`src/shared/spdc_pkg.sv`:
```
// package: constants and carriers for the power-down and clock-edge controller
`default_nettype none
package spdc_pkg;
  // register byte offsets
  localparam logic [7:0] REG_CTRL_OFS = 8'h00;
  localparam logic [7:0] REG_STATUS_OFS = 8'h04;
  localparam logic [7:0] REG_IRQ_STAT_OFS = 8'h08;
  localparam logic [7:0] REG_IRQ_MASK_OFS = 8'h0C;
  localparam logic [7:0] REG_SSC_OFS = 8'h10;
  // control field positions
  localparam int CTRL_AUTO_BIT = 0;
  localparam int CTRL_LATCH_EDGE_BIT = 1;
  localparam int CTRL_STROBE_EDGE_BIT = 2;
  localparam int CTRL_SLEEP_SEL_BIT = 3;
  localparam int CTRL_STAGGER_BIT = 4;
  localparam int CTRL_EQ_LSB = 8;
  localparam int CTRL_SSC_EN_BIT = 12;
  localparam logic [31:0] CTRL_RESET = 32'h0000_0007;
  localparam logic [31:0] SSC_RESET = 32'h0000_0000;
  // irq bits
  localparam int IRQ_TX_CLK_LOST = 0;
  localparam int IRQ_TX_CLK_BACK = 1;
  localparam int IRQ_RX_LOCK = 2;
  localparam int IRQ_RX_LOST = 3;
  localparam int IRQ_PD_CHANGE = 4;
  localparam int IRQ_W = 5;
  // timing
  localparam int CLK_HZ = 40_000_000;
  localparam int LINK_PERIOD_NS = 200;
  localparam int CLK_NS = 25;
  // activity timeout: four link periods without an edge
  localparam int IDLE_NS = 4 * LINK_PERIOD_NS;
  localparam int IDLE_CYC = IDLE_NS / CLK_NS;
  localparam int LOCK_EDGES = 8;
  localparam int DATA_W = 21;
  localparam int STAGGER_W = 4;

  typedef struct packed {
    logic [DATA_W-1:0] data;
    logic clk;
  } spdc_par_t;

  typedef enum logic [3:0] {
    ST_OFF = 4'b0001,
    ST_OSC = 4'b0010,
    ST_LOCKING = 4'b0100,
    ST_RUN = 4'b1000
  } spdc_state_t;
endpackage : spdc_pkg
`default_nettype wire

```
`src/rtl/spdc_stagger.sv`:
```
// lfsr-driven per-bit delay for staggered output transitions
`default_nettype none
module spdc_stagger
(
  input wire logic clock_in,
  input wire logic reset_in,
  input wire logic enable_in,
  input wire logic load_in,
  input wire logic [spdc_pkg::DATA_W-1:0] data_in,
  output logic [spdc_pkg::DATA_W-1:0] data_out
);
  logic [15:0] lfsr_r;
  logic [spdc_pkg::DATA_W-1:0] pend_r;
  logic [spdc_pkg::DATA_W-1:0] hold_r;
  logic [spdc_pkg::STAGGER_W-1:0] win_r;
  logic fb;

  assign fb = lfsr_r[15] ^ lfsr_r[13] ^ lfsr_r[12] ^ lfsr_r[10];
  assign data_out = hold_r;

  always_ff @(posedge clock_in)
  begin
    if (reset_in)
    begin
      lfsr_r <= 16'hACE1;
      pend_r <= '0;
      hold_r <= '0;
      win_r <= '0;
    end
    else
    begin
      lfsr_r <= {lfsr_r[14:0], fb};
      if (load_in)
      begin
        pend_r <= data_in;
        win_r <= '1;
        // finish the previous word so no bit skips a strobe
        hold_r <= enable_in ? pend_r : data_in;
      end
      else if (win_r != '0)
      begin
        win_r <= win_r - 1'b1;
        // last slot of the window flushes the rest
        for (int i = 0; i < spdc_pkg::DATA_W; i++)
        begin
          if (lfsr_r[i % 16] || win_r == 1)
          begin
            hold_r[i] <= pend_r[i];
          end
        end
      end
    end
  end
endmodule : spdc_stagger
`default_nettype wire

```
`src/rtl/spdc_ctrl.sv`:
```
// power-down, auto-power and pixel clock edge control with apb registers
//
// Summary of operation
// - a dedicated pin enables the serializer or powers it down.
// - in auto mode a missing pixel clock switches to internal oscillator.
// - when pixel clock returns in auto mode, relock and resume sending.
// - powered-down serializer holds serial outputs static high.
// - deserializer has its own power-down input pin from the system.
// - in auto mode deserializer powers down when serial stream stops.
// - on stream restart, lock, raise lock output, then drive valid data.
// - powered-down deserializer outputs follow the sleep state select bit.
// - receive equalization level comes from a configuration field.
// - staggered outputs spread transitions randomly inside a window.
// - spread spectrum rate and deviation set through control registers.
// - serializer latches on rising pclk if select is 1, else falling.
// - deserializer strobes on rising pclk if select is 1, else falling.
//
// Local design decisions: the APB interface to the registers and the register addresses.
`default_nettype none
module spdc_ctrl
(
  input wire logic clock_in,
  input wire logic reset_in,
  input wire logic psel_in,
  input wire logic penable_in,
  input wire logic pwrite_in,
  input wire logic [7:0] paddr_in,
  input wire logic [31:0] pwdata_in,
  output logic [31:0] prdata_out,
  output logic pready_out,
  output logic pslverr_out,
  input wire logic tx_powerdown_n_pin_in,
  input wire logic rx_powerdown_n_pin_in,
  input wire logic tx_pclk_in,
  input wire logic [spdc_pkg::DATA_W-1:0] tx_data_in,
  input wire logic rx_stream_in,
  input wire logic [spdc_pkg::DATA_W-1:0] rx_data_in,
  output logic tx_serial_out,
  output logic tx_osc_sel_out,
  output logic [spdc_pkg::DATA_W-1:0] tx_latched_out,
  output logic rx_lock_out,
  output spdc_pkg::spdc_par_t rx_par_out,
  output logic [3:0] rx_eq_level_out,
  output logic [15:0] rx_ssc_cfg_out,
  output logic irq_out
);
  // synchronisers for pins and link clocks
  logic [1:0] tx_pd_s_r, rx_pd_s_r, tx_clk_s_r, rx_str_s_r;
  logic [spdc_pkg::DATA_W-1:0] tx_d1_r, tx_d2_r, rx_d1_r, rx_d2_r;
  logic tx_clk_q_r, rx_str_q_r;
  logic [31:0] ctrl_r, ssc_r;
  logic [spdc_pkg::IRQ_W-1:0] irq_stat_r, irq_mask_r, irq_set;
  logic [15:0] tx_idle_r, rx_idle_r;
  logic [3:0] tx_edges_r, rx_edges_r;
  spdc_pkg::spdc_state_t tx_st_r, tx_st_nxt, rx_st_r, rx_st_nxt;
  logic [spdc_pkg::DATA_W-1:0] stag_q;
  logic rx_clk_r;
  logic tx_pd_prev_r, rx_pd_prev_r;

  always_ff @(posedge clock_in)
  begin
    tx_pd_s_r <= {tx_pd_s_r[0], tx_powerdown_n_pin_in};
    rx_pd_s_r <= {rx_pd_s_r[0], rx_powerdown_n_pin_in};
    tx_clk_s_r <= {tx_clk_s_r[0], tx_pclk_in};
    rx_str_s_r <= {rx_str_s_r[0], rx_stream_in};
    tx_d1_r <= tx_data_in;
    tx_d2_r <= tx_d1_r;
    rx_d1_r <= rx_data_in;
    rx_d2_r <= rx_d1_r;
    tx_clk_q_r <= tx_clk_s_r[1];
    rx_str_q_r <= rx_str_s_r[1];
  end

  // decode
  wire tx_pd_n = tx_pd_s_r[1];
  wire rx_pd_n = rx_pd_s_r[1];
  wire auto_mode = ctrl_r[spdc_pkg::CTRL_AUTO_BIT];
  wire latch_rise = ctrl_r[spdc_pkg::CTRL_LATCH_EDGE_BIT];
  wire strobe_rise = ctrl_r[spdc_pkg::CTRL_STROBE_EDGE_BIT];
  wire sleep_sel = ctrl_r[spdc_pkg::CTRL_SLEEP_SEL_BIT];
  wire stagger_en = ctrl_r[spdc_pkg::CTRL_STAGGER_BIT];
  wire tx_rise = tx_clk_s_r[1] & ~tx_clk_q_r;
  wire tx_fall = ~tx_clk_s_r[1] & tx_clk_q_r;
  wire rx_rise = rx_str_s_r[1] & ~rx_str_q_r;
  wire rx_fall = ~rx_str_s_r[1] & rx_str_q_r;
  wire tx_edge = tx_rise | tx_fall;
  wire rx_edge = rx_rise | rx_fall;
  wire tx_clk_lost = tx_idle_r >= 16'(spdc_pkg::IDLE_CYC);
  wire rx_str_lost = rx_idle_r >= 16'(spdc_pkg::IDLE_CYC);
  wire tx_capture = latch_rise ? tx_rise : tx_fall;
  wire rx_strobe = strobe_rise ? rx_rise : rx_fall;

  // activity counters measure pixel clock and stream gaps
  always_ff @(posedge clock_in)
  begin
    if (reset_in || tx_edge)
      tx_idle_r <= '0;
    else if (!tx_clk_lost)
      tx_idle_r <= tx_idle_r + 16'h0001;
    if (reset_in || rx_edge)
      rx_idle_r <= '0;
    else if (!rx_str_lost)
      rx_idle_r <= rx_idle_r + 16'h0001;
  end

  // serializer state
  always_comb
  begin
    tx_st_nxt = tx_st_r;
    case (tx_st_r)
      spdc_pkg::ST_OFF: if (tx_pd_n) tx_st_nxt = spdc_pkg::ST_LOCKING;
      spdc_pkg::ST_OSC: if (!tx_clk_lost) tx_st_nxt = spdc_pkg::ST_LOCKING;
      spdc_pkg::ST_LOCKING:
      begin
        if (tx_clk_lost && auto_mode) tx_st_nxt = spdc_pkg::ST_OSC;
        else if (tx_edges_r == 4'(spdc_pkg::LOCK_EDGES)) tx_st_nxt = spdc_pkg::ST_RUN;
      end
      spdc_pkg::ST_RUN: if (tx_clk_lost) tx_st_nxt = auto_mode ? spdc_pkg::ST_OSC
                                                          : spdc_pkg::ST_LOCKING;
      default: tx_st_nxt = spdc_pkg::ST_OFF;
    endcase
    if (!tx_pd_n) tx_st_nxt = spdc_pkg::ST_OFF;
  end

  // deserializer state
  always_comb
  begin
    rx_st_nxt = rx_st_r;
    case (rx_st_r)
      spdc_pkg::ST_OFF:
        if (rx_pd_n && !rx_str_lost) rx_st_nxt = spdc_pkg::ST_LOCKING;
      spdc_pkg::ST_LOCKING:
      begin
        if (rx_str_lost) rx_st_nxt = spdc_pkg::ST_OFF;
        else if (rx_edges_r == 4'(spdc_pkg::LOCK_EDGES)) rx_st_nxt = spdc_pkg::ST_RUN;
      end
      spdc_pkg::ST_RUN:
        if (rx_str_lost) rx_st_nxt = auto_mode ? spdc_pkg::ST_OFF : spdc_pkg::ST_LOCKING;
      default: rx_st_nxt = spdc_pkg::ST_OFF;
    endcase
    if (!rx_pd_n) rx_st_nxt = spdc_pkg::ST_OFF;
  end

  always_ff @(posedge clock_in)
  begin
    if (reset_in)
    begin
      tx_st_r <= spdc_pkg::ST_OFF;
      rx_st_r <= spdc_pkg::ST_OFF;
      tx_edges_r <= '0;
      rx_edges_r <= '0;
    end
    else
    begin
      tx_st_r <= tx_st_nxt;
      rx_st_r <= rx_st_nxt;
      if (tx_st_r != spdc_pkg::ST_LOCKING) tx_edges_r <= '0;
      else if (tx_rise) tx_edges_r <= tx_edges_r + 4'h1;
      if (rx_st_r != spdc_pkg::ST_LOCKING) rx_edges_r <= '0;
      else if (rx_rise) rx_edges_r <= rx_edges_r + 4'h1;
    end
  end

  wire tx_off = tx_st_r == spdc_pkg::ST_OFF;
  wire rx_run = rx_st_r == spdc_pkg::ST_RUN;
  wire rx_off = rx_st_r == spdc_pkg::ST_OFF;
  wire rx_load = rx_run & rx_strobe;

  spdc_stagger u_stagger
  (
    .clock_in(clock_in),
    .reset_in(reset_in),
    .enable_in(stagger_en),
    .load_in(rx_load),
    .data_in(rx_d2_r),
    .data_out(stag_q)
  );

  // datapath outputs
  always_ff @(posedge clock_in)
  begin
    if (reset_in)
    begin
      tx_serial_out <= 1'b1;
      tx_osc_sel_out <= 1'b0;
      tx_latched_out <= '0;
      rx_lock_out <= 1'b0;
      rx_par_out <= '0;
      rx_clk_r <= 1'b0;
    end
    else
    begin
      tx_serial_out <= tx_off ? 1'b1 : ^tx_latched_out ^ tx_clk_s_r[1];
      tx_osc_sel_out <= tx_st_r == spdc_pkg::ST_OSC;
      if (tx_st_r == spdc_pkg::ST_RUN && tx_capture) tx_latched_out <= tx_d2_r;
      rx_lock_out <= rx_run;
      if (rx_load) rx_clk_r <= ~rx_clk_r;
      if (rx_off) rx_par_out <= sleep_sel ? '1 : '0;
      else if (rx_run) rx_par_out <= {stag_q, rx_clk_r};
      else rx_par_out <= '0;
    end
  end

  // events
  always_comb
  begin
    irq_set = '0;
    irq_set[spdc_pkg::IRQ_TX_CLK_LOST] = tx_st_nxt == spdc_pkg::ST_OSC &&
                                         tx_st_r != spdc_pkg::ST_OSC;
    irq_set[spdc_pkg::IRQ_TX_CLK_BACK] = tx_st_nxt == spdc_pkg::ST_RUN &&
                                         tx_st_r != spdc_pkg::ST_RUN;
    irq_set[spdc_pkg::IRQ_RX_LOCK] = rx_st_nxt == spdc_pkg::ST_RUN && !rx_run;
    irq_set[spdc_pkg::IRQ_RX_LOST] = rx_run && rx_st_nxt != spdc_pkg::ST_RUN;
    irq_set[spdc_pkg::IRQ_PD_CHANGE] = (tx_pd_n != tx_pd_prev_r) ||
                                       (rx_pd_n != rx_pd_prev_r);
  end

  // apb slave, zero wait states
  wire wr_en = psel_in & penable_in & pwrite_in;
  wire hit_ctrl = paddr_in == spdc_pkg::REG_CTRL_OFS;
  wire hit_stat = paddr_in == spdc_pkg::REG_STATUS_OFS;
  wire hit_irqs = paddr_in == spdc_pkg::REG_IRQ_STAT_OFS;
  wire hit_mask = paddr_in == spdc_pkg::REG_IRQ_MASK_OFS;
  wire hit_ssc = paddr_in == spdc_pkg::REG_SSC_OFS;
  wire hit_any = hit_ctrl | hit_stat | hit_irqs | hit_mask | hit_ssc;
  wire [31:0] rd_mux = hit_ctrl ? ctrl_r :
                       hit_stat ? {24'h0, rx_st_r, tx_st_r} :
                       hit_irqs ? 32'(irq_stat_r) :
                       hit_mask ? 32'(irq_mask_r) :
                       hit_ssc ? ssc_r : 32'h0000_0000;
  wire [spdc_pkg::IRQ_W-1:0] w1c = (wr_en && hit_irqs) ?
                                   pwdata_in[spdc_pkg::IRQ_W-1:0] : '0;

  always_ff @(posedge clock_in)
  begin
    if (reset_in)
    begin
      ctrl_r <= spdc_pkg::CTRL_RESET;
      ssc_r <= spdc_pkg::SSC_RESET;
      irq_stat_r <= '0;
      irq_mask_r <= '0;
      // track the pin level so release brings no false change event
      tx_pd_prev_r <= tx_pd_n;
      rx_pd_prev_r <= rx_pd_n;
      prdata_out <= '0;
      pready_out <= 1'b0;
      pslverr_out <= 1'b0;
      irq_out <= 1'b0;
    end
    else
    begin
      tx_pd_prev_r <= tx_pd_n;
      rx_pd_prev_r <= rx_pd_n;
      if (wr_en && hit_ctrl) ctrl_r <= pwdata_in;
      if (wr_en && hit_ssc) ssc_r <= {16'h0000, pwdata_in[15:0]};
      if (wr_en && hit_mask) irq_mask_r <= pwdata_in[spdc_pkg::IRQ_W-1:0];
      irq_stat_r <= (irq_stat_r & ~w1c) | irq_set;
      irq_out <= |(((irq_stat_r & ~w1c) | irq_set) & irq_mask_r);
      pready_out <= psel_in & ~penable_in;
      pslverr_out <= psel_in & ~penable_in & ~hit_any;
      prdata_out <= (psel_in & ~penable_in & ~pwrite_in) ? rd_mux : 32'h0000_0000;
    end
  end

  assign rx_eq_level_out = ctrl_r[spdc_pkg::CTRL_EQ_LSB +: 4];
  assign rx_ssc_cfg_out = ctrl_r[spdc_pkg::CTRL_SSC_EN_BIT] ? ssc_r[15:0] : 16'h0000;
endmodule : spdc_ctrl
`default_nettype wire

```
`config.mk`:
```
export PLATFORM = sky130hd
export DESIGN_NAME = spdc_ctrl
export DESIGN_NICKNAME = d
export VERILOG_FILES = /design/src/shared/spdc_pkg.sv /design/src/rtl/spdc_stagger.sv /design/src/rtl/spdc_ctrl.sv
export SDC_FILE = /design/constraint.sdc
export NUM_CORES = 1
export LEC_CHECK = 0
export ABC_CLOCK_PERIOD_IN_PS = 4800
export BUFFER_PORTS_ARGS = -buffer_cell sky130_fd_sc_hd__buf_2
export CORE_AREA = 2 2 149 151
export CTS_BUF_LIST = sky130_fd_sc_hd__clkbuf_4 sky130_fd_sc_hd__clkbuf_8 sky130_fd_sc_hd__clkbuf_16
export CTS_CLUSTER_DIAMETER = 50
export DETAILED_ROUTE_END_ITERATION = 10
export DIE_AREA = 0 0 151 153
export GPL_TIMING_DRIVEN = 0
export PLACE_DENSITY = 0.77
export SLEW_MARGIN = 25
export SYNTH_ARGS = -nofsm -noshare
export SYNTH_HDL_FRONTEND = slang
export SYNTH_SLANG_ARGS = --single-unit
```
`constraint.sdc`:
```
create_clock -name clock_in -period 4.8 [get_ports clock_in]
set_input_delay 0.24 -clock clock_in [delete_from_list [all_inputs] [get_ports clock_in]]
set_output_delay 0.24 -clock clock_in [all_outputs]
set_load 0.02 [all_outputs]
```
## Word-level counts from Yosys, hierarchy flattened

Cells that the tools add are included.

| storage, ports and cells | value |
|---|---|
| word-level logic and storage cells | 241 |
| flip-flop bits (word level) | 346 |
| input port bits | 91 |
| output and inout port bits | 101 |

| operators by class | value |
|---|---|
| multiplexer cells | 52 |
| reductions and logical operators | 73 |
| equal/unequal tests | 24 |
| order comparisons | 2 |
| add/subtract/negate cells | 5 |
| bitwise gates (word level) | 33 |

Operators by type and width:

| kind | number |
|---|---|
| 2-to-1 mux 16 bit | 5 |
| 2-to-1 mux 22 bit | 3 |
| 2-to-1 mux 21 bit | 3 |
| 2-to-1 mux 4 bit | 12 |
| nonzero test 2 bit | 17 |
| adder 16 x 1 -> 16 bit (second input constant) | 2 |
| >= comparator 16 x 6 -> 1 bit (second input constant) | 2 |
| 2-to-1 mux 32 bit | 1 |
| AND reduction 2 bit | 16 |
| == test 4 bit (second input constant) | 6 |
| 2-to-1 mux 1 bit | 23 |
| XOR reduction 21 bit | 1 |
| logical OR 1 bit | 19 |
| == test 8 x 4 -> 1 bit (second input constant) | 2 |
| case mux 4 bit (4 select lines) | 1 |
| == test 4 x 1 -> 1 bit (second input constant) | 3 |
| case mux 4 bit (3 select lines) | 1 |
| logical AND 1 bit | 11 |
| AND 1 bit | 10 |
| AND 5 bit | 2 |
| NOT 1 bit | 9 |
| adder 4 x 1 -> 4 bit (second input constant) | 2 |
| == test 4 x 2 -> 1 bit (second input constant) | 2 |
| == test 4 x 3 -> 1 bit (second input constant) | 2 |
| 18 further kinds | 34 |

## Depth between registers and ports, before layout

Gate-level depths: netlist of run 1.

| depth | value |
|---|---|
| word-level depth | 11 |
| depth in mapped cells | 9 |
| depth with buffers taken out | 8 |

## Modules after synthesis

Synthesis of run 1 repeated with hierarchy kept, for this count alone.

| unflattened totals | value |
|---|---|
| cell total of the unflattened synthesis | 1165 |
| area total of the unflattened synthesis | 11995.3 µm² |

Modules (own cells, without submodules):

| module | instances | area an instance (µm²) | sequential area each (µm²) | cells an instance |
|---|---|---|---|---|
| spdc_ctrl | 1 | 9300.2 | 5685.5 | 908 |
| spdc_stagger | 1 | 2695.1 | 1241.2 | 257 |

## Worst setup path before layout of run 1

OpenSTA, ideal clock, no wires.

| timing | value |
|---|---|
| kind | in2reg |
| from | input paddr_in[4] |
| to | register irq_out |
| path buffers | 1 |
| setup slack | 2867 ps |
| data required time | 4675 ps |
| arrival | 1808 ps |
| library setup time | 125 ps |
| stages | 7 |
| cell sequence | buf_2 -> or4_4 -> nor4_4 -> nand2_1 -> a211oi_2 -> o32a_2 -> nand4_1 |

| between the ends | value |
|---|---|
| longest elaborated chain between the ends | 8 |

Ends and longest elaborated chain:

| what | line | RTL |
|---|---|---|
| from (decl) | spdc_ctrl.sv:27 | `input wire logic [7:0] paddr_in,` |
| == test 8 x 4 -> 1 bit | spdc_ctrl.sv:222 | `wire hit_irqs = paddr_in == spdc_pkg::REG_IRQ_STAT_OFS;` |
| logical AND 1 bit | spdc_ctrl.sv:231 | `wire [spdc_pkg::IRQ_W-1:0] w1c = (wr_en && hit_irqs) ?` |
| 2-to-1 mux 5 bit | spdc_ctrl.sv:231 |  |
| NOT 5 bit | spdc_ctrl.sv:258 | `irq_out <= \|(((irq_stat_r & ~w1c) \| irq_set) & irq_mask_r);` |
| AND 5 bit | spdc_ctrl.sv:258 |  |
| bitwise OR 5 bit | spdc_ctrl.sv:258 |  |
| AND 5 bit | spdc_ctrl.sv:258 |  |
| OR reduction 5 bit | spdc_ctrl.sv:258 |  |
| to (signal assigned) | spdc_ctrl.sv:258 |  |
| to (decl) | spdc_ctrl.sv:45 | `output logic irq_out` |

No other way between the ends.
A chain may end at the register's enable or synchronous reset.

## Worst setup path after layout of run 1

| timing | value |
|---|---|
| from | register rx_st_r[0] |
| to | register u_stagger.hold_r (netlist bit u_stagger.data_out[12]) |

| between the ends | value |
|---|---|
| longest elaborated chain between the ends | 4 |
| elaborated cells on any way between the ends | 6 |
| classes of those cells | 1 x eq/ne; 1 x mux; 1 x bitwise; 3 x reduce/logical |

Ends and longest elaborated chain:

| what | line | RTL |
|---|---|---|
| from (decl) | spdc_ctrl.sv:55 | `spdc_pkg::spdc_state_t tx_st_r, tx_st_nxt, rx_st_r, rx_st_nxt;` |
| from (signal assigned) | spdc_ctrl.sv:149 | `rx_st_r <= spdc_pkg::ST_OFF;` |
| from (signal assigned) | spdc_ctrl.sv:156 | `rx_st_r <= rx_st_nxt;` |
| == test 4 bit * | spdc_ctrl.sv:165 | `wire rx_run = rx_st_r == spdc_pkg::ST_RUN;` |
| AND 1 bit * | spdc_ctrl.sv:167 | `wire rx_load = rx_run & rx_strobe;` |
| nonzero test 2 bit (no line) | - |  |
| AND reduction 2 bit (no line) | - |  |
| to (signal assigned) | spdc_stagger.sv:38 | `hold_r <= enable_in ? pend_r : data_in;` |
| to (signal, indexed assignment) | spdc_stagger.sv:48 | `hold_r[i] <= pend_r[i];` |
| to (decl) | spdc_stagger.sv:14 | `logic [spdc_pkg::DATA_W-1:0] hold_r;` |

Mark *: on every way between the ends. The rest lies on a longest branch, timed or not.

==> reports/metrics.cfg, run 1 <==
[power]
max-vdd-ir-drop_mv = 0.447
power_mw = 6.67
powerDensity_nw_per_um2 = 445
p_leak_nw = 6.17

[timing]
fin_ws_ns = 2.48
rsz0062_at_grt = false
hold_viol_final = 0
min_period_over_period_pct = 48.4
worst_pin_slew_ns = 0.732
relSlewSlack_pct = 51.2
fmax_mhz = 430
period_needed_ns = 2.32
finClkSkew_ns = 0.0202
setup_tns_ns = 0
finalSetupViolCount = 0
drv_slew = 0

[clock_network]
clock_path_buffers = 3
htreeDepth = 2
cts_tree = done
cts.clk_slew.worst_paths_ns = 0.06
cts_sinks = 346
cts_resized = 0
root_buffer = clkbuf_16
clk_latency_ns = 0.52
cts_buffers = 36

[route]
first_iter_violations = 574
drc = 0
routed_via_density = 5.07
firstDrtPassIters = 5
routedWlPerCell_um = 15.3
wl_mm = 27.2
postRouteAntennaNets = 0
vias = 8999

[place]
numPortBuffers = 190
hpwl_mm = 18.2
routabilityCongestion = 0.835
pre_cts_ws_ns = 2.35

[yosys]
synth_warnings = 0
synth-main-ff-cell = dfxtp_1
synth_top_area_share_pct = 59.5
seq_area_frac_synth_pct = 59.5
synth_top_area_cell = dfxtp_1
synth_area_um2 = 11600
async_flop_share_pct = 0
ys_ff_latch = 346
synthCells = 1167
synth_area_leaders = dfxtp_1 (59%), nand2_1 (6.3%), a21oi_1 (4.6%), mux2i_1 (4.6%), nor2_1 (3.0%)
syn_area_per_cell_um2 = 9.98
synth-edff-count = 0
synth_fp_nets = 1273
ys_types = 56

[die]
rows = 54
dieArea_um2 = 23100
die_w_um = 151
start_util_pct = 54.2
io_pins = 192
die_y_um = 153
core_area_um2 = 21500

[setup_path]
path_class = reg -> reg
start_kind = flop
end_kind = flop
cp_data_required_time_ns = 5.24
cp_max_fo = 10
crit_arrival_ns = 2.76
reg2reg_slack_ns = 2.48

[status]
status = finished clean

[finish]
utilization_pct = 69.9
syn2layout_area_growth_pct = 28.9
nets = 1575
antennaDiodeCount = 0
drive_gt1_share_pct = 20.1
num-fill-cells = 1604

[grt]
grt_pass1_vias = 8968
grt_start_max_net_pins = 16
overflow = 0
grt_pass1_wl_mm = 44.0
antenna_found_initial = 0
grt.total_usage_pct = 23.6

[worst_hold_path]
hold_class = in -> reg

[flow_run]
cap_violations = 0

-- sequential cells by signal (all words and copies together), names as in the netlist, 4 cells and up --
signal	flops
ssc_r	16
tx_latched_out	21
u_stagger.lfsr_r	16
tx_st_r	4
rx_par_out	22
tx_edges_r	4
rx_st_r	4
ctrl_r	32
tx_idle_r	16
irq_mask_r	5
tx_d1_r	21
irq_stat_r	5
rx_d2_r	21
prdata_out	32
rx_d1_r	21
rx_idle_r	16
u_stagger.pend_r	21
u_stagger.win_r	4
tx_d2_r	21
rx_edges_r	4
u_stagger.data_out	21
-- metrics by stage --
step	hold WS [ns]	instance area (um2)	instances
after floorplan	0.268	11600	1167
after global placement	0.310	12900	1637
after detailed placement	0.312	12900	1637
after CTS	0.0129	15000	1776
after global routing	0.0330	15000	1776
final	0.0215	15000	1776
-- what timing repair did --
item	CTS	global route
hold buffers	74	0
hold endpoints to repair	83	0
setup buffers	0	0
-- kinds of logic (layout without fill, tap and decap cells) --
family | Yosys count | count (layout) | synth area share [%]
multiplexers | 57 | 57 | 5.23
buffers and inverters | 82 | 411 | 3.04
flip-flops | 346 | 346 | 59.5
adder cells (fa/ha/maj) | 15 | 15 | 1.61
other | 1 | 1 | 0.0322
AND/OR/NAND/NOR | 443 | 443 | 18.1
XOR/XNOR | 44 | 44 | 3.31
AO/OA/AOI/OAI | 179 | 179 | 9.22
-- area by class of cell --
class,count,area [um2],area share [%]
flip-flops and latches,346,6930,46.1
multi-input cells,739,4370,29.1
repair buffers,264,1690,11.3
clock buffers,50,1090,7.27
well taps,280,350,2.33
plain buffers,60,272,1.81
clock inverters,15,229,1.53
inverters,22,82.6,0.550
-- cells in the final DEF, fill, tap and decap left out, types with 10 or more instances in the layout --
cell	count
buf_2	200
ha_1	15
mux2i_1	53
and2_1	54
nor2_1	92
clkbuf_1	40
dfxtp_1	346
a21oi_1	107
xor2_1	15
o21a_1	16
nand2_1	196
nor2b_1	14
nor3_1	10
a211oi_1	21
nand3_1	16
xnor2_1	29
clkbuf_16	38
inv_1	22
dlygate4sd3_1	74
-- metal layers --
layer  share of wire [%]  track usage [%]  wire (um)
met3                 5.8             4.15       1580
met5                   0                0          0
met4                 2.7             8.32        725
met2                  48             40.9      13100
met1                  43             29.4      11700
-- cell usage after synthesis (all sizes together) (10+ instances only) --
library cell  instances
a211oi               22
or2                  10
mux2i                53
a21oi               107
xor2                 15
nor2b                14
nand2               197
o21ai                10
nand3                17
buf                  20
and2                 55
ha                   15
o21a                 16
nor2                 96
clkbuf               40
xnor2                29
inv                  22
dfxtp               346
nor3                 10
-- worst paths after layout --
check                                              end  cells past startpoint    startpoint
worst max-delay path            u_stagger.data_out[12]                      8    rx_st_r[0]
worst min-delay path                          ssc_r[2]                      3  pwdata_in[2]
worst max register to register  u_stagger.data_out[12]                      8    rx_st_r[0]
worst min register to register              rx_d2_r[9]                      0    rx_d1_r[9]
-- critical path, cell delays in order (launching register included) --
cell and delay [ns]:
dfxtp_1 0.29, buf_2 0.18, nor4b_4 0.52, nand2_2 0.27, nand2_1 0.28, buf_2 0.27, o21a_1 0.18, nor2_1 0.06
a211oi_1 0.20
-- where the power goes --
group          internal [mW]  switching (mW)
logic                  0.257           0.305
clock network           1.87            1.13
registers               3.03          0.0864
Note: power is estimated with default switching activity, not from simulation.
==> inputs of run 2 (changes only) <==
--- a/config.mk
+++ b/config.mk
@@ -5,15 +5,15 @@
 export SDC_FILE = /design/constraint.sdc
 export NUM_CORES = 1
 export LEC_CHECK = 0
-export ABC_CLOCK_PERIOD_IN_PS = 4800
+export ABC_CLOCK_PERIOD_IN_PS = 2000
 export BUFFER_PORTS_ARGS = -buffer_cell sky130_fd_sc_hd__buf_2
-export CORE_AREA = 2 2 149 151
+export CORE_AREA = 2 2 156 158
 export CTS_BUF_LIST = sky130_fd_sc_hd__clkbuf_4 sky130_fd_sc_hd__clkbuf_8 sky130_fd_sc_hd__clkbuf_16
 export CTS_CLUSTER_DIAMETER = 50
 export DETAILED_ROUTE_END_ITERATION = 10
-export DIE_AREA = 0 0 151 153
+export DIE_AREA = 0 0 158 160
 export GPL_TIMING_DRIVEN = 0
-export PLACE_DENSITY = 0.77
+export PLACE_DENSITY = 0.74
 export SLEW_MARGIN = 25
 export SYNTH_ARGS = -nofsm -noshare
 export SYNTH_HDL_FRONTEND = slang
==> constraint.sdc (replaced) <==
create_clock -name clock_in -period 2 [get_ports clock_in]
set_input_delay 0.1 -clock clock_in [delete_from_list [all_inputs] [get_ports clock_in]]
set_output_delay 0.1 -clock clock_in [all_outputs]
set_load 0.02 [all_outputs]
==> run 2 against run 1 <==
First-iteration DRC count fell by 9.9%. Via count decreased by 0.33%. Cell count is 3.3% higher. Clock-buffer cell count is 1 lower.
==> reports/metrics.cfg, run 2 (same netlist as run 1, synthesis figures left out) <==
[timing]
finClkSkew_ns = 0.0192
rsz0062_at_grt = true
finalSetupViolCount = 0
period_needed_ns = 1.96
fmax_mhz = 509
hold_viol_final = 0
worst_pin_slew_ns = 0.752
drv_slew = 0
setup_tns_ns = 0
min_period_over_period_pct = 98.1
relSlewSlack_pct = 49.9

[finish]
reg_top3 = ctrl_r: 32 flops, prdata_out: 32 flops, rx_par_out: 22 flops
regArea_um2 = 6930
nets = 1592
multi_input_area_um2 = 4470
utilization_pct = 64.5
antennaDiodeCount = 0
layout_commonest_cell = dfxtp_1
layout_common_cells = dfxtp_1 (343), buf_2 (195), nand2_1 (195)
final_cells = 1835
drive_gt1_share_pct = 21.9
syn2layout_area_growth_pct = 31.9
num-fill-cells = 1893

[grt]
grt_pass1_wl_mm = 43.7
grt_pass1_vias = 8742
grt_start_max_net_pins = 17
grt.total_usage_pct = 21.5
overflow = 0
antenna_found_initial = 0

[setup_path]
start_kind = flop
path_buf_inv = 1
max_stage_delay_ns = 0.42
cp_max_fo = 6
path_class = reg -> reg
crit_arrival_ns = 2.33
path_depth = 6
path_cells = nor4b_4 -> nand2_4 -> nor2_4 -> clkbuf_16 -> mux2i_4 -> a211oi_1
cp_data_required_time_ns = 2.37
ff2ff_path_depth = 6
cp_slowest_cell = nor4b_4
crit_family = simple AND/OR/NAND/NOR gates
end_kind = flop

[route]
firstDrtPassIters = 5
vias = 8969
wl_mm = 27.8
routedWlPerCell_um = 15.1
drc = 0
postRouteAntennaNets = 0
routed_via_density = 4.89
first_iter_violations = 517

[clock_network]
htreeDepth = 2
cts_tree = done
cts_sinks = 346
cts.clk_slew.worst_paths_ns = 0.07
clock_path_buffers = 3
clk_latency_ns = 0.52
cts_buffers = 36
root_buffer = clkbuf_16

[power]
max-vdd-ir-drop_mv = 1.04
combPwrFrac_pct = 9.1
pwr-share-seq_pct = 47.4
swShare_pct = 23.1
p_leak_nw = 6.29
powerDensity_nw_per_um2 = 1030
internal_power_mw = 12.1
switchingPower_mw = 3.64
pwr-share-clk_pct = 43.5

[die]
die_y_um = 160
core_area_um2 = 23800
rows = 57
start_util_pct = 48.9
die_w_um = 158
dieArea_um2 = 25300
io_pins = 192

[place]
hpwl_mm = 18.5
routabilityCongestion = 0.845
dp.cells = 1681
numPortBuffers = 190

[flow_run]
cap_violations = 0

[status]
status = finished clean

[worst_hold_path]
min_path_cells = 4
hold_class = in -> reg

-- run 2: cell types whose count changed in the layout (fill, tap and decap cells not counted), sizes merged --
cell         before  now
buf             210  219
clkinv            7    6
bufinv            5    3
clkinvlp          1    3
clkbuf           90   86
dlygate4sd3      74   85
-- run 2: worst register-to-register path, cell delays in order (launching register included) --
cell,delay (ns)
dfxtp_4,0.37
nor4b_4,0.42
nand2_4,0.18
nor2_4,0.28
clkbuf_16,0.22
mux2i_4,0.25
a211oi_1,0.10
-- run 2: final timing paths --
kind,from,endpoint,slack (ns)
hold / removal,paddr_in[2],prdata_out[2],0.04
setup / recovery,rx_st_r[0],u_stagger.data_out[10],0.04
hold reg to reg,rx_d1_r[16],rx_d2_r[16],0.32
setup reg to reg,rx_st_r[0],u_stagger.data_out[10],0.04
-- run 2: area by class of cell --
cell class / count / area share (%)
Buffer: 55 / 1.96
Clock inverter: 14 / 1.14
Sequential cell: 346 / 45.1
Tap cell: 324 / 2.64
Clock buffer: 49 / 7.01
Inverter: 22 / 0.538
Timing Repair Buffer: 286 / 12.5
Multi-Input combinational cell: 739 / 29.1
-- run 2: power groups by stage --
stage	Clock [mW]	Combinational [mW]	Sequential, mW
after floorplan	0	0.904	7.55
after global placement	0	1.18	7.60
after detailed placement	0	1.22	7.61
after CTS	6.95	1.40	7.46
after global routing	7.29	1.58	7.51
final	6.85	1.43	7.47
-- run 2: through the flow --
| stage | setup slack [ns] | hold WS (ns) | cell area, um2 | power [mW] |
|---|---|---|---|---|
| after floorplan | 0.174 | 0.128 | 11600 | 8.45 |
| after global placement | -0.385 | 0.202 | 13000 | 8.78 |
| after detailed placement | -0.371 | 0.204 | 13000 | 8.83 |
| after CTS | 0.000883 | 0.0170 | 15200 | 15.8 |
| after global routing | -0.0299 | 0.0560 | 15400 | 16.4 |
| final | 0.0371 | 0.0351 | 15400 | 15.8 |
-- run 2: metal layers --
layer	vias to the layer above	wire length, um	track usage [%]
met3	61	1480	4.07
li1	4523	-	-
met5	-	0	0
met1	4118	12200	27.4
met4	0	751	7.49
met2	267	13400	36.6
-- run 2: repair_timing --
action                                 CTS  global route
gates cloned                             0             1
hold buffers                            85             0
setup endpoints to repair               62            57
pin swaps                                2             4
resized for setup                       16            32
setup buffers                            2             8
endpoints found under the hold margin  108             0
==> inputs of run 3 (changes only) <==
--- a/config.mk
+++ b/config.mk
@@ -7,13 +7,15 @@
 export LEC_CHECK = 0
 export ABC_CLOCK_PERIOD_IN_PS = 2000
 export BUFFER_PORTS_ARGS = -buffer_cell sky130_fd_sc_hd__buf_2
-export CORE_AREA = 2 2 156 158
+export CELL_PAD_IN_SITES_DETAIL_PLACEMENT = 0
+export CELL_PAD_IN_SITES_GLOBAL_PLACEMENT = 1
+export CORE_AREA = 4 4 178 180
 export CTS_BUF_LIST = sky130_fd_sc_hd__clkbuf_4 sky130_fd_sc_hd__clkbuf_8 sky130_fd_sc_hd__clkbuf_16
 export CTS_CLUSTER_DIAMETER = 50
 export DETAILED_ROUTE_END_ITERATION = 10
-export DIE_AREA = 0 0 158 160
+export DIE_AREA = 0 0 182 184
 export GPL_TIMING_DRIVEN = 0
-export PLACE_DENSITY = 0.74
+export PLACE_DENSITY_LB_ADDON = 0.1
 export SLEW_MARGIN = 25
 export SYNTH_ARGS = -nofsm -noshare
 export SYNTH_HDL_FRONTEND = slang
==> run 3 against run 2 <==
Via count shrank 3.0%. Flip-flop and latch count is the same. Highest routed layer unchanged. Cell count rose by 4.1%. Global-route usage down 4.9 points. Maximum frequency is 3.3% higher. Sequential power about the same. Routed wire length up 2.8%. Final area grew 1.1%. Largest power group unchanged. Largest cell class unchanged. Critical path depth increased by 1. Hold slack better by 0.082 ns.
==> reports/metrics.cfg, run 3 (same netlist as run 1, synthesis figures left out) <==
[die]
start_util_pct = 38.6
dieArea_um2 = 33500
die_w_um = 182
io_pins = 192
core_area_um2 = 30200
rows = 64
die_y_um = 184

[clock_network]
clock_path_buffers = 3
htreeDepth = 2
root_buffer = clkbuf_16
cts_tree = done
clk_latency_ns = 0.52
cts_buffers = 39
cts.clk_slew.worst_paths_ns = 0.06
cts_sinks = 346

[setup_path]
start_kind = flop
timing.rr.end = u_stagger.data_out[5]
cp_max_fo = 10
cp_data_required_time_ns = 2.38
setup.worst_path.start = rx_st_r[2]
cp-endpoint = u_stagger.data_out[5]
reg2reg_slack_ns = 0.10
crit_arrival_ns = 2.28
worstReg2RegStart = rx_st_r[2]
ff2ff_path_depth = 7
path_class = reg -> reg
end_kind = flop

[finish]
regArea_um2 = 6930
stdcell_area_um2 = 15500
drive_gt1_share_pct = 22.3
nets = 1593
reg_top3 = ctrl_r: 32 flops, prdata_out: 32 flops, rx_par_out: 22 flops
syn2layout_area_growth_pct = 33.3
multi_input_area_um2 = 4490
layout_commonest_cell = dfxtp_1
num-fill-cells = 2838
layout_common_cells = dfxtp_1 (342), buf_2 (195), nand2_1 (195)
antennaDiodeCount = 0

[timing]
worst_pin_slew_ns = 0.800
period_needed_ns = 1.90
relSlewSlack_pct = 45.9
hold_viol_final = 0
setup_tns_ns = 0
fin_ws_ns = 0.100
finalSetupViolCount = 0
min_period_over_period_pct = 95.0
fmax_mhz = 526
drv_slew = 0
rsz0062_at_grt = false
finClkSkew_ns = 0.0128
timing.hold.ws_ns = 0.117

[status]
status = finished clean

[power]
combPwrFrac_pct = 8.8
internal_power_mw = 12.3
powerDensity_nw_per_um2 = 1030
max-vdd-ir-drop_mv = 0.698
pwr-share-clk_pct = 44.6
switchingPower_mw = 3.71
pwr-share-seq_pct = 46.6
p_leak_nw = 6.31
swShare_pct = 23.1
power_mw = 16.0

[grt]
grt_start_max_net_pins = 14
grt.total_usage_pct = 16.7
overflow = 0
grt_pass1_wl_mm = 45.4
grt_pass1_vias = 8564
antenna_found_initial = 0

[route]
firstDrtPassIters = 6
postRouteAntennaNets = 0
routedWlPerCell_um = 14.9
drc = 0
first_iter_violations = 451
wl_mm = 28.6
routed_via_density = 4.56
vias = 8703

[place]
dpl-instance-area_um2 = 13100
pre_cts_ws_ns = -0.598
hpwl_mm = 20.0
numPortBuffers = 190
routabilityCongestion = 0.804

[flow_run]
cap_violations = 0

[worst_hold_path]
hold_class = in -> reg

## run 3: cell types whose count changed in the layout (fill, tap and decap cells not counted), moves of 2 or more
| cell | change |
|---|---|
| clkbuf_16 | +2 |
| clkbuf_8 | +3 |
| buf_4 | -3 |
| buf_6 | +3 |
| clkinv_2 | -2 |
## run 3: repair_timing
item                                    4_1_cts  5_1_grt
buffers inserted                              1        8
gates cloned                                  0        1
gates resized for setup                      19       31
hold buffers                                 85        0
endpoints found under the setup margin       65      107
pin swaps                                     2        6
hold endpoints to repair                    109        0
## run 3: how the worst min path moves through the flow
stage	cells past startpoint	from	to	slack (ns)
2_1_floorplan	0	rx_data_in[0]	rx_d1_r[0]	0.13
3_3_place_gp	1	rx_data_in[8]	rx_d1_r[8]	0.20
3_5_place_dp	1	tx_data_in[0]	tx_d1_r[0]	0.20
4_1_cts	4	paddr_in[6]	pslverr_out	0.10
5_1_grt	4	reset_in	irq_stat_r[1]	0.14
6_report	4	reset_in	irq_stat_r[1]	0.12
## run 3: layout make-up
type / count / share of cell area (%)
Inverter: 22 / 0.532
Buffer: 54 / 1.91
Tap cell: 396 / 3.19
Sequential cell: 346 / 44.7
Timing Repair Buffer: 285 / 12.3
Clock buffer: 56 / 7.62
Multi-Input combinational cell: 739 / 28.9
Clock inverter: 12 / 0.919
## run 3: power groups by stage
stage	clock (mW)	combinational, mW	sequential (mW)
6_report	7.16	1.42	7.47
5_1_grt	7.65	1.60	7.51
4_1_cts	7.38	1.38	7.46
3_5_place_dp	0	1.23	7.61
3_3_place_gp	0	1.22	7.61
2_1_floorplan	0	0.904	7.55
## run 3: per-stage QoR
step	std cells	util, %
3_5_place_dp	1753	43.4
6_report	1910	51.4
3_3_place_gp	1753	43.4
4_1_cts	1905	50.8
2_1_floorplan	1167	-
5_1_grt	1910	51.4
## run 3: worst max-delay path: stages, from the launching register on
cell      delay [ns]
dfxtp_1         0.38
nor4b_4         0.31
buf_4           0.17
nand2_4         0.07
nor2_4          0.26
buf_6           0.23
mux2i_2         0.25
a211oi_1        0.10
## run 3: routing by layer
layer,vias to the layer above,track usage [%],part of all wire (%)
li1,4519,-,-
met1,3943,22.6,47
met2,194,27.4,46
met3,47,3.24,5.3
met4,0,4.26,1.8
met5,-,0,0
